### config.mk
export PLATFORM = sky130hd
export DESIGN_NAME = bst_tap
export DESIGN_NICKNAME = d
export VERILOG_FILES = /design/src/bst_pkg.sv /design/src/bst_tap.sv
export SDC_FILE = /design/constraint.sdc
export NUM_CORES = 1
export LEC_CHECK = 0
export BUFFER_PORTS_ARGS = -buffer_cell sky130_fd_sc_hd__buf_2
export CORE_AREA = 2 2 88 132
export DETAILED_ROUTE_END_ITERATION = 8
export DIE_AREA = 0 0 90 134
export GPL_TIMING_DRIVEN = 1
export PLACE_DENSITY = 0.67
export SKIP_CTS_REPAIR_TIMING = 1
export SLEW_MARGIN = 10
export SYNTH_ARGS = -nofsm -noshare
export SYNTH_HDL_FRONTEND = slang
export SYNTH_SLANG_ARGS = --single-unit
export TNS_END_PERCENT = 100
### constraint.sdc
create_clock -name clk_sys -period 5.68 [get_ports clk_sys]
set_input_delay 0.568 -clock clk_sys [delete_from_list [all_inputs] [get_ports clk_sys]]
set_output_delay 0.568 -clock clk_sys [all_outputs]
set_load 0.02 [all_outputs]
### src/bst_pkg.sv
// bst_pkg: constants, instruction codes, carriers and decode for the boundary-scan test port.
// assumes one clk_sys domain; the test port pins arrive asynchronously and are synchronised.
package bst_pkg;

    // pin counts of the scanned pad ring
    localparam int BST_NB        = 4;   // bidirectional pins, pin 0 is the general-purpose pin
    localparam int BST_NI        = 2;   // input-only pins
    localparam int BST_NO        = 2;   // tri-state output pins
    localparam int BST_CHAIN_LEN = 2 * BST_NB + BST_NI + BST_NO;
    localparam int BST_IN_BASE   = 2 * BST_NB;
    localparam int BST_OUT_BASE  = 2 * BST_NB + BST_NI;

    localparam int BST_IR_W = 5;
    localparam int BST_ID_W = 32;

    // instruction codes
    localparam logic [BST_IR_W-1:0] BST_OP_EXTEST   = 5'h00;
    localparam logic [BST_IR_W-1:0] BST_OP_SAMPLE   = 5'h01;
    localparam logic [BST_IR_W-1:0] BST_OP_INT_SCAN = 5'h02;
    localparam logic [BST_IR_W-1:0] BST_OP_CLAMP    = 5'h04;
    localparam logic [BST_IR_W-1:0] BST_OP_HIGHZ    = 5'h05;
    localparam logic [BST_IR_W-1:0] BST_OP_MEMTEST  = 5'h0a;
    localparam logic [BST_IR_W-1:0] BST_OP_IDCODE   = 5'h0c;
    localparam logic [BST_IR_W-1:0] BST_OP_BYPASS   = 5'h1f;
    // memory_selftest_instr and internal scan are not implemented: treated as bypass
    localparam logic [BST_IR_W-1:0] BST_IR_CAPTURE  = 5'h01;

    // test_identification fields; values are arbitrary
    localparam int          BST_ID_VER_LSB  = 28;
    localparam int          BST_ID_PART_LSB = 12;
    localparam int          BST_ID_MFR_LSB  = 1;
    localparam logic [3:0]  BST_ID_VERSION  = 4'h1;
    localparam logic [15:0] BST_ID_PART     = 16'h1234;
    localparam logic [10:0] BST_ID_MFR      = 11'h055;
    localparam logic        BST_ID_FIXED    = 1'b1;
    localparam logic [BST_ID_W-1:0] BST_IDCODE =
        {BST_ID_VERSION, BST_ID_PART, BST_ID_MFR, BST_ID_FIXED};

    typedef struct packed {
        logic tck;
        logic tms;
        logic tdi;
        logic trst_n;
    } bst_pins_t;

    typedef struct packed {
        logic sel_bs;     // boundary chain between tdi and tdo
        logic sel_id;     // identification register selected
        logic drive_bs;   // pins driven from update cells
        logic highz;      // all outputs released
    } bst_dec_t;

    typedef enum logic [15:0] {
        BST_TLR    = 16'h0001,
        BST_RTI    = 16'h0002,
        BST_SEL_DR = 16'h0004,
        BST_CAP_DR = 16'h0008,
        BST_SH_DR  = 16'h0010,
        BST_EX1_DR = 16'h0020,
        BST_PA_DR  = 16'h0040,
        BST_EX2_DR = 16'h0080,
        BST_UP_DR  = 16'h0100,
        BST_SEL_IR = 16'h0200,
        BST_CAP_IR = 16'h0400,
        BST_SH_IR  = 16'h0800,
        BST_EX1_IR = 16'h1000,
        BST_PA_IR  = 16'h2000,
        BST_EX2_IR = 16'h4000,
        BST_UP_IR  = 16'h8000
    } bst_state_t;

    function automatic bst_dec_t bst_decode(input logic [BST_IR_W-1:0] op);
        bst_dec_t d;
        d = '0;
        unique case (op)
            BST_OP_EXTEST:
            begin
                d.sel_bs   = 1'b1;
                d.drive_bs = 1'b1;
            end
            BST_OP_SAMPLE: d.sel_bs   = 1'b1;
            BST_OP_CLAMP:  d.drive_bs = 1'b1;
            BST_OP_HIGHZ:  d.highz    = 1'b1;
            BST_OP_IDCODE: d.sel_id   = 1'b1;
            default:       d          = '0;
        endcase
        return d;
    endfunction : bst_decode

endpackage : bst_pkg

### src/bst_tap.sv
// bst_tap: test access port controller, instruction, bypass, identification and boundary chain.
// assumes clk_sys runs much faster than tck; pads are resolved from value and enable outside.
`timescale 1ns/1ps

// Behaviour
// RULE1 - sixteen-state controller stepped by tck, steered by tms
// RULE2 - power-on reset forces test-logic-reset, with test reset
// RULE3 - five-bit instruction selects the data register
// RULE4 - undefined codes act as bypass
// RULE5 - extest selects chain, pins driven and captured
// RULE6 - sample selects chain, pins undisturbed
// RULE7 - highz releases all outputs, selects bypass
// RULE8 - clamp drives pins from chain, shifts bypass
// RULE9 - idcode selects the 32-bit identification register
// RULE10 - bypass is one shift stage
// RULE11 - id layout version, part, maker, bit0 one
// RULE12 - chain shifts tdi to tdo, test pins excluded
// RULE13 - four cell kinds chosen per pin function
// RULE14 - chain cells are dedicated test logic
// RULE15 - chain captures pins in parallel on tck rise
// RULE16 - test port idle while functional bus busy
// RULE17 - every functional pin lies in the chain
// RULE18 - bidir data cell followed by its control cell
// RULE19 - tdo changes on tck fall, driven only shifting
module bst_tap
    import bst_pkg::*;
(
    input  wire logic                  clk_sys,
    input  wire logic                  rstn,
    input  wire bst_pins_t             jtag,
    input  wire logic                  bus_busy,
    output logic                       tdo,
    output logic                       tdo_oe,
    input  wire logic [BST_NB-1:0]     core_bd_out,
    input  wire logic [BST_NB-1:0]     core_bd_oe,
    output logic      [BST_NB-1:0]     core_bd_in,
    input  wire logic [BST_NB-1:0]     pad_bd_in,
    output logic      [BST_NB-1:0]     pad_bd_out,
    output logic      [BST_NB-1:0]     pad_bd_oe,
    input  wire logic [BST_NI-1:0]     pad_in,
    output logic      [BST_NI-1:0]     core_in,
    input  wire logic [BST_NO-1:0]     core_out,
    output logic      [BST_NO-1:0]     pad_out,
    output logic      [BST_NO-1:0]     pad_out_oe
);

    logic                     rst_s1_reg;
    logic                     rst_s2_reg;
    logic                     rst_n;
    bst_pins_t                jtag_s1_reg;
    bst_pins_t                jtag_s2_reg;
    logic                     tck_prev_reg;
    logic                     tck_rise;
    logic                     tck_fall;
    logic                     test_reset;
    logic [BST_NB-1:0]        bd_s1_reg;
    logic [BST_NB-1:0]        bd_s2_reg;
    logic [BST_NI-1:0]        in_s1_reg;
    logic [BST_NI-1:0]        in_s2_reg;
    bst_state_t               state_reg;
    bst_state_t               state_next;
    logic [BST_IR_W-1:0]      ir_shift_reg;
    logic [BST_IR_W-1:0]      ir_reg;
    bst_dec_t                 dec;
    logic                     byp_reg;
    logic [BST_ID_W-1:0]      id_shift_reg;
    logic [BST_CHAIN_LEN-1:0] bs_shift_reg;
    logic [BST_CHAIN_LEN-1:0] bs_upd_reg;
    logic [BST_CHAIN_LEN-1:0] bs_cap;
    logic                     dr_out;
    logic                     tdo_reg;
    logic                     tdo_oe_reg;
    logic [BST_NB-1:0]        pad_bd_out_reg;
    logic [BST_NB-1:0]        pad_bd_oe_reg;
    logic [BST_NB-1:0]        core_bd_in_reg;
    logic [BST_NI-1:0]        core_in_reg;
    logic [BST_NO-1:0]        pad_out_reg;
    logic [BST_NO-1:0]        pad_out_oe_reg;

    // reset release through two stages; this is the power-on reset of the test logic
    always_ff @(posedge clk_sys or negedge rstn)
    begin
        if (!rstn)
        begin
            rst_s1_reg <= 1'b0;
            rst_s2_reg <= 1'b0;
        end
        else
        begin
            rst_s1_reg <= 1'b1;
            rst_s2_reg <= rst_s1_reg;
        end
    end
    assign rst_n = rst_s2_reg;

    // test port pins synchronised
    always_ff @(posedge clk_sys or negedge rst_n)
    begin
        if (!rst_n)
        begin
            jtag_s1_reg  <= '0;
            jtag_s2_reg  <= '0;
            tck_prev_reg <= 1'b0;
        end
        else
        begin
            jtag_s1_reg  <= jtag;
            jtag_s2_reg  <= jtag_s1_reg;
            tck_prev_reg <= jtag_s2_reg.tck;
        end
    end

    // pad inputs synchronised
    always_ff @(posedge clk_sys or negedge rst_n)
    begin
        if (!rst_n)
        begin
            bd_s1_reg <= '0;
            bd_s2_reg <= '0;
            in_s1_reg <= '0;
            in_s2_reg <= '0;
        end
        else
        begin
            bd_s1_reg <= pad_bd_in;
            bd_s2_reg <= bd_s1_reg;
            in_s1_reg <= pad_in;
            in_s2_reg <= in_s1_reg;
        end
    end

    // tck edges are ignored while the functional bus runs cycles
    assign tck_rise   = jtag_s2_reg.tck & ~tck_prev_reg & ~bus_busy;   // see RULE16
    assign tck_fall   = ~jtag_s2_reg.tck & tck_prev_reg & ~bus_busy;   // see RULE16
    assign test_reset = ~jtag_s2_reg.trst_n;                           // see RULE2

    always_comb
    begin
        state_next = state_reg;
        unique case (state_reg)   // see RULE1
            BST_TLR:    state_next = jtag_s2_reg.tms ? BST_TLR    : BST_RTI;
            BST_RTI:    state_next = jtag_s2_reg.tms ? BST_SEL_DR : BST_RTI;
            BST_SEL_DR: state_next = jtag_s2_reg.tms ? BST_SEL_IR : BST_CAP_DR;
            BST_CAP_DR: state_next = jtag_s2_reg.tms ? BST_EX1_DR : BST_SH_DR;
            BST_SH_DR:  state_next = jtag_s2_reg.tms ? BST_EX1_DR : BST_SH_DR;
            BST_EX1_DR: state_next = jtag_s2_reg.tms ? BST_UP_DR  : BST_PA_DR;
            BST_PA_DR:  state_next = jtag_s2_reg.tms ? BST_EX2_DR : BST_PA_DR;
            BST_EX2_DR: state_next = jtag_s2_reg.tms ? BST_UP_DR  : BST_SH_DR;
            BST_UP_DR:  state_next = jtag_s2_reg.tms ? BST_SEL_DR : BST_RTI;
            BST_SEL_IR: state_next = jtag_s2_reg.tms ? BST_TLR    : BST_CAP_IR;
            BST_CAP_IR: state_next = jtag_s2_reg.tms ? BST_EX1_IR : BST_SH_IR;
            BST_SH_IR:  state_next = jtag_s2_reg.tms ? BST_EX1_IR : BST_SH_IR;
            BST_EX1_IR: state_next = jtag_s2_reg.tms ? BST_UP_IR  : BST_PA_IR;
            BST_PA_IR:  state_next = jtag_s2_reg.tms ? BST_EX2_IR : BST_PA_IR;
            BST_EX2_IR: state_next = jtag_s2_reg.tms ? BST_UP_IR  : BST_SH_IR;
            BST_UP_IR:  state_next = jtag_s2_reg.tms ? BST_SEL_DR : BST_RTI;
            default:    state_next = BST_TLR;
        endcase
    end

    always_ff @(posedge clk_sys or negedge rst_n)
    begin
        if (!rst_n)
            state_reg <= BST_TLR;                       // see RULE2
        else if (test_reset)
            state_reg <= BST_TLR;                       // see RULE2
        else if (tck_rise)
            state_reg <= state_next;                    // see RULE1
    end

    // instruction shift on rise, update on fall
    always_ff @(posedge clk_sys or negedge rst_n)
    begin
        if (!rst_n)
        begin
            ir_shift_reg <= BST_IR_CAPTURE;
            ir_reg       <= BST_OP_IDCODE;
        end
        else if (test_reset || state_reg == BST_TLR)
        begin
            ir_shift_reg <= BST_IR_CAPTURE;
            ir_reg       <= BST_OP_IDCODE;
        end
        else
        begin
            if (tck_rise && state_reg == BST_CAP_IR)
                ir_shift_reg <= BST_IR_CAPTURE;
            else if (tck_rise && state_reg == BST_SH_IR)
                ir_shift_reg <= {jtag_s2_reg.tdi, ir_shift_reg[BST_IR_W-1:1]};   // see RULE3
            if (tck_fall && state_reg == BST_UP_IR)
                ir_reg <= ir_shift_reg;                                           // see RULE3
        end
    end

    // unlisted codes decode to no selection, which leaves bypass in the path
    assign dec = bst_decode(ir_reg);   // see RULE4

    // bypass stage
    always_ff @(posedge clk_sys or negedge rst_n)
    begin
        if (!rst_n)
            byp_reg <= 1'b0;
        else if (tck_rise && state_reg == BST_CAP_DR)
            byp_reg <= 1'b0;
        else if (tck_rise && state_reg == BST_SH_DR)
            byp_reg <= jtag_s2_reg.tdi;   // see RULE10
    end

    // identification register; fixed fields reloaded at every capture
    always_ff @(posedge clk_sys or negedge rst_n)
    begin
        if (!rst_n)
            id_shift_reg <= BST_IDCODE;
        else if (tck_rise && state_reg == BST_CAP_DR)
            id_shift_reg <= BST_IDCODE;                                          // see RULE11
        else if (tck_rise && state_reg == BST_SH_DR && dec.sel_id)
            id_shift_reg <= {jtag_s2_reg.tdi, id_shift_reg[BST_ID_W-1:1]};       // see RULE9
    end

    // capture vector: bidir data, its control, inputs, outputs
    genvar gi;
    generate
        for (gi = 0; gi < BST_NB; gi++)
        begin : g_bd_cap
            assign bs_cap[2 * gi]     = bd_s2_reg[gi];       // see RULE18
            assign bs_cap[2 * gi + 1] = pad_bd_oe_reg[gi];   // see RULE18
        end
        for (gi = 0; gi < BST_NI; gi++)
        begin : g_in_cap
            assign bs_cap[BST_IN_BASE + gi] = in_s2_reg[gi];     // see RULE13
        end
        for (gi = 0; gi < BST_NO; gi++)
        begin : g_out_cap
            assign bs_cap[BST_OUT_BASE + gi] = pad_out_reg[gi];  // see RULE13
        end
    endgenerate

    // boundary chain, cell 0 nearest tdo
    always_ff @(posedge clk_sys or negedge rst_n)
    begin
        if (!rst_n)
            bs_shift_reg <= '0;
        else if (tck_rise && state_reg == BST_CAP_DR && dec.sel_bs)
            bs_shift_reg <= bs_cap;                                              // see RULE15
        else if (tck_rise && state_reg == BST_SH_DR && dec.sel_bs)
            bs_shift_reg <= {jtag_s2_reg.tdi, bs_shift_reg[BST_CHAIN_LEN-1:1]};  // see RULE12
    end

    // update cells; loaded by sample preload or extest, kept through clamp
    always_ff @(posedge clk_sys or negedge rst_n)
    begin
        if (!rst_n)
            bs_upd_reg <= '0;
        else if (test_reset || state_reg == BST_TLR)
            bs_upd_reg <= '0;
        else if (tck_fall && state_reg == BST_UP_DR && dec.sel_bs)
            bs_upd_reg <= bs_shift_reg;                   // see RULE6
    end

    always_comb
    begin
        if (dec.sel_bs)
            dr_out = bs_shift_reg[0];                     // see RULE12
        else if (dec.sel_id)
            dr_out = id_shift_reg[0];                     // see RULE9
        else
            dr_out = byp_reg;                             // see RULE4
    end

    // tdo moves on the falling edge, enabled only while shifting
    always_ff @(posedge clk_sys or negedge rst_n)
    begin
        if (!rst_n)
        begin
            tdo_reg    <= 1'b0;
            tdo_oe_reg <= 1'b0;
        end
        else if (test_reset)
        begin
            tdo_reg    <= 1'b0;
            tdo_oe_reg <= 1'b0;
        end
        else if (tck_fall)
        begin
            tdo_oe_reg <= (state_reg == BST_SH_DR) || (state_reg == BST_SH_IR);   // see RULE19
            if (state_reg == BST_SH_DR)
                tdo_reg <= dr_out;                                                // see RULE19
            else if (state_reg == BST_SH_IR)
                tdo_reg <= ir_shift_reg[0];                                       // see RULE19
        end
    end

    // pad drivers: functional path unless a drive or highz instruction is active
    generate
        for (gi = 0; gi < BST_NB; gi++)
        begin : g_bd_pad
            always_ff @(posedge clk_sys or negedge rst_n)
            begin
                if (!rst_n)
                begin
                    pad_bd_out_reg[gi] <= 1'b0;
                    pad_bd_oe_reg[gi]  <= 1'b0;
                    core_bd_in_reg[gi] <= 1'b0;
                end
                else
                begin
                    core_bd_in_reg[gi] <= bd_s2_reg[gi];                 // see RULE14
                    if (dec.highz)
                    begin
                        pad_bd_out_reg[gi] <= core_bd_out[gi];
                        pad_bd_oe_reg[gi]  <= 1'b0;                      // see RULE7
                    end
                    else if (dec.drive_bs)
                    begin
                        pad_bd_out_reg[gi] <= bs_upd_reg[2 * gi];        // see RULE5
                        pad_bd_oe_reg[gi]  <= bs_upd_reg[2 * gi + 1];    // see RULE8
                    end
                    else
                    begin
                        pad_bd_out_reg[gi] <= core_bd_out[gi];           // see RULE17
                        pad_bd_oe_reg[gi]  <= core_bd_oe[gi];
                    end
                end
            end
        end
        for (gi = 0; gi < BST_NI; gi++)
        begin : g_in_pad
            always_ff @(posedge clk_sys or negedge rst_n)
            begin
                if (!rst_n)
                    core_in_reg[gi] <= 1'b0;
                else
                    core_in_reg[gi] <= in_s2_reg[gi];                    // see RULE17
            end
        end
        for (gi = 0; gi < BST_NO; gi++)
        begin : g_out_pad
            always_ff @(posedge clk_sys or negedge rst_n)
            begin
                if (!rst_n)
                begin
                    pad_out_reg[gi]    <= 1'b0;
                    pad_out_oe_reg[gi] <= 1'b0;
                end
                else if (dec.highz)
                begin
                    pad_out_reg[gi]    <= core_out[gi];
                    pad_out_oe_reg[gi] <= 1'b0;                          // see RULE7
                end
                else if (dec.drive_bs)
                begin
                    pad_out_reg[gi]    <= bs_upd_reg[BST_OUT_BASE + gi]; // see RULE8
                    pad_out_oe_reg[gi] <= 1'b1;
                end
                else
                begin
                    pad_out_reg[gi]    <= core_out[gi];                  // see RULE17
                    pad_out_oe_reg[gi] <= 1'b1;
                end
            end
        end
    endgenerate

    assign tdo        = tdo_reg;
    assign tdo_oe     = tdo_oe_reg;
    assign pad_bd_out = pad_bd_out_reg;
    assign pad_bd_oe  = pad_bd_oe_reg;
    assign core_bd_in = core_bd_in_reg;
    assign core_in    = core_in_reg;
    assign pad_out    = pad_out_reg;
    assign pad_out_oe = pad_out_oe_reg;

endmodule : bst_tap

==> flow_metrics.env <==
export IMPL_yosys_cell_types_count=55
export IMPL_n_antenna_cell=0
export IMPL_place_area_um2=5660
export IMPL_final_cell_area_um2=6300
export IMPL_clk_pin_slew_worst_paths_ns=0.06
export IMPL_rsz0062_at_grt="false"
export IMPL_outcome="finished, final reports clean"
export IMPL_critPathLaunchType="flop"
export IMPL_synth_flop_cell="dfrtp_1"
export IMPL_clock_skew_ns=0.00695
export IMPL_gp_congestion=0.952
export IMPL_drtAntennaViolNets=0
export IMPL_firstDrtPassIters=4
export IMPL_dp_hpwl_um=7860
export IMPL_postSynthCellCount=495
export IMPL_synth_area_um2=5360
export IMPL_holdCritPathClass="primary input to flop"
export IMPL_critPathMaxFanout=24
export IMPL_postSynth_asyncResetShare_pct=100
export IMPL_syn_area_per_cell_um2=10.8
export IMPL_drv_slew=0
export IMPL_yosys_warnings=0
export IMPL_initial_core_util_pct=49.0
export IMPL_setup_viol=0
export IMPL_leakagePower_nw=2.77
export IMPL_cts_made_buffers=17
export IMPL_grt_pass1_vias=4070
export IMPL_finalHoldViolations=0
export IMPL_htreeDepth=4
export IMPL_clk_latency_ns=0.41
export IMPL_period_needed_ns=3.29
export IMPL_seq_area_frac_synth_pct=57.7
export IMPL_ioPinCount=43
export IMPL_yosys_top_cells_count="108 x dfrtp_1, 85 x nand2_1, 38 x nor2_1"
export IMPL_yosysMostFrequentCell="dfrtp_1"
export IMPL_syn_nets=518
export IMPL_dieArea_um2=12100
export IMPL_worstPathArrival_ns=3.59
export IMPL_routedWlPerCell_um=16.9
export IMPL_power_density_nw_per_um2=336
export IMPL_synth_top_area_share_pct=50.4
export IMPL_synth_seq_cells=123
export IMPL_gr_total_overflow=0
export IMPL_drcViolationCount=0
export IMPL_drt_total_wl_um=11700
export IMPL_via_per_inst=5.55
export IMPL_drt_iter0_drc=170
export IMPL_required_ns=5.97
export IMPL_die_h_um=134
export IMPL_worstMarginPinSlew_ns=1.07
export IMPL_grt_max_degree=84
export IMPL_grt_first_pass_wirelength_um=20000
export IMPL_rows=47
export IMPL_drv_cap=0
export IMPL_largest_reg_flops=32
export IMPL_clockBufferDepth=2
export IMPL_peakVddDrop_mv=0.228
export IMPL_cts_tree="built"
export IMPL_syn2layout_area_growth_pct=17.4
export IMPL_vias=3839
export IMPL_totalPowerFinal_mw=2.12
export IMPL_slew_headroom_pct=28.7
export IMPL_setup_tns_ns=0
export IMPL_die_x_um=90
export IMPL_timing_final_crit_share_pct=58.0
export IMPL_synth_top_cells_by_area="dfrtp_1 50%, dfstp_2 7.3%, nand2_1 5.9%"
export IMPL_drive_gt1_share_pct=23.1
export IMPL_core_area_um2=10900
export IMPL_cts_sinks=123
export IMPL_fin_nets=555
export IMPL_synth_edf_count=0
export IMPL_crit_path_end_kind="flop"
export IMPL_fmax_mhz=304
export IMPL_path_class="flop to flop"
export IMPL_portBuffers=42
export IMPL_yosysTopAreaCell="dfrtp_1"
export IMPL_antenna_found_initial=0
export IMPL_grtUsageTotal_pct=21.0
export IMPL_root_buffer="clkbuf_16"
-- routing by layer --
metal / GRT usage [%] / wire length (um) / vias up
met1: 24.1 / 4670 / 1931
met4: 12.0 / 465 / 0
met3: 4.44 / 330 / 32
met5: 0 / 0 / -
li1: - / - / 1797
met2: 36.3 / 6260 / 79
-- cell families after synthesis --
kind of cell / count (synthesis) / synth area share (%)
other cells: 1 / 0.0699
simple gates: 214 / 20.4
buf+inv: 39 / 3.57
compound gates: 65 / 7.56
flops: 123 / 57.7
mux: 46 / 9.49
xor+xnor: 7 / 1.14
-- cells in the final DEF (no fill, tap or decap), types with 8 or more instances in the layout --
| cell | count |
|---|---|
| a21oi_1 | 27 |
| mux2i_1 | 25 |
| dfstp_2 | 15 |
| nand2b_1 | 9 |
| mux2_2 | 13 |
| inv_1 | 8 |
| o21ai_0 | 8 |
| nor3_1 | 8 |
| nand3_1 | 25 |
| clkbuf_16 | 17 |
| buf_2 | 42 |
| dfrtp_1 | 107 |
| nor2_1 | 38 |
| nand2_1 | 85 |
-- stage by stage --
step	std cells	setup slack (ns)	utilization (%)	hold slack [ns]
2_1_floorplan	495	2.03	-	0.272
3_3_place_gp	659	2.52	51.7	0.333
3_5_place_dp	659	2.43	51.7	0.335
4_1_cts	691	2.38	57.4	-0.0880
5_1_grt	692	2.15	57.6	0.242
6_report	692	2.39	57.6	0.258
-- power breakdown --
| group | total [mW] | switching, mW | internal [mW] | leakage, nW |
|---|---|---|---|---|
| sequential | 0.916 | 0.0217 | 0.894 | 1.55 |
| clock | 1.13 | 0.391 | 0.735 | 0.296 |
| combinational | 0.0774 | 0.0499 | 0.0275 | 0.928 |
-- critical path, cell delays in order, from the launching register on --
cell,delay (ns)
dfrtp_1,0.48
nor4_4,0.67
nand3_4,0.22
nor3_4,0.90
o21ai_2,0.48
mux2_4,0.41
-- final timing paths --
path | slack [ns] | endpoint | startpoint | cells past startpoint
worst min register to register | 0.34 | jtag_s2_reg[1]$_DFF_PN0_ | jtag_s1_reg[1]$_DFF_PN0_ | 0
worst min-delay path | 0.26 | jtag_s1_reg[0]$_DFF_PN0_ | jtag[0] | 1
worst max-delay path | 2.39 | bs_shift_reg[10]$_DFFE_PN0P_ | state_reg[9]$_DFFE_PN0P_ | 5
max in group asynchronous | 4.03 | id_shift_reg[24]$_DFFE_PN1P_ | rst_n$_DFF_PN0_ | 1
worst max register to register | 2.39 | bs_shift_reg[10]$_DFFE_PN0P_ | state_reg[9]$_DFFE_PN0P_ | 5
min in group asynchronous | 0.47 | rst_s1_reg$_DFF_PN0_ | rstn | 2
-- layout make-up --
class | instances | area, um2
Clock inverter | 14 | 196
Fill cell | 956 | 4640
Clock buffer | 18 | 429
Multi-Input combinational cell | 333 | 2090
Sequential cell | 123 | 3100
Tap cell | 147 | 184
Inverter | 8 | 30.0
Timing Repair Buffer | 49 | 265
No activity file was read; power rests on OpenSTA's default activity.
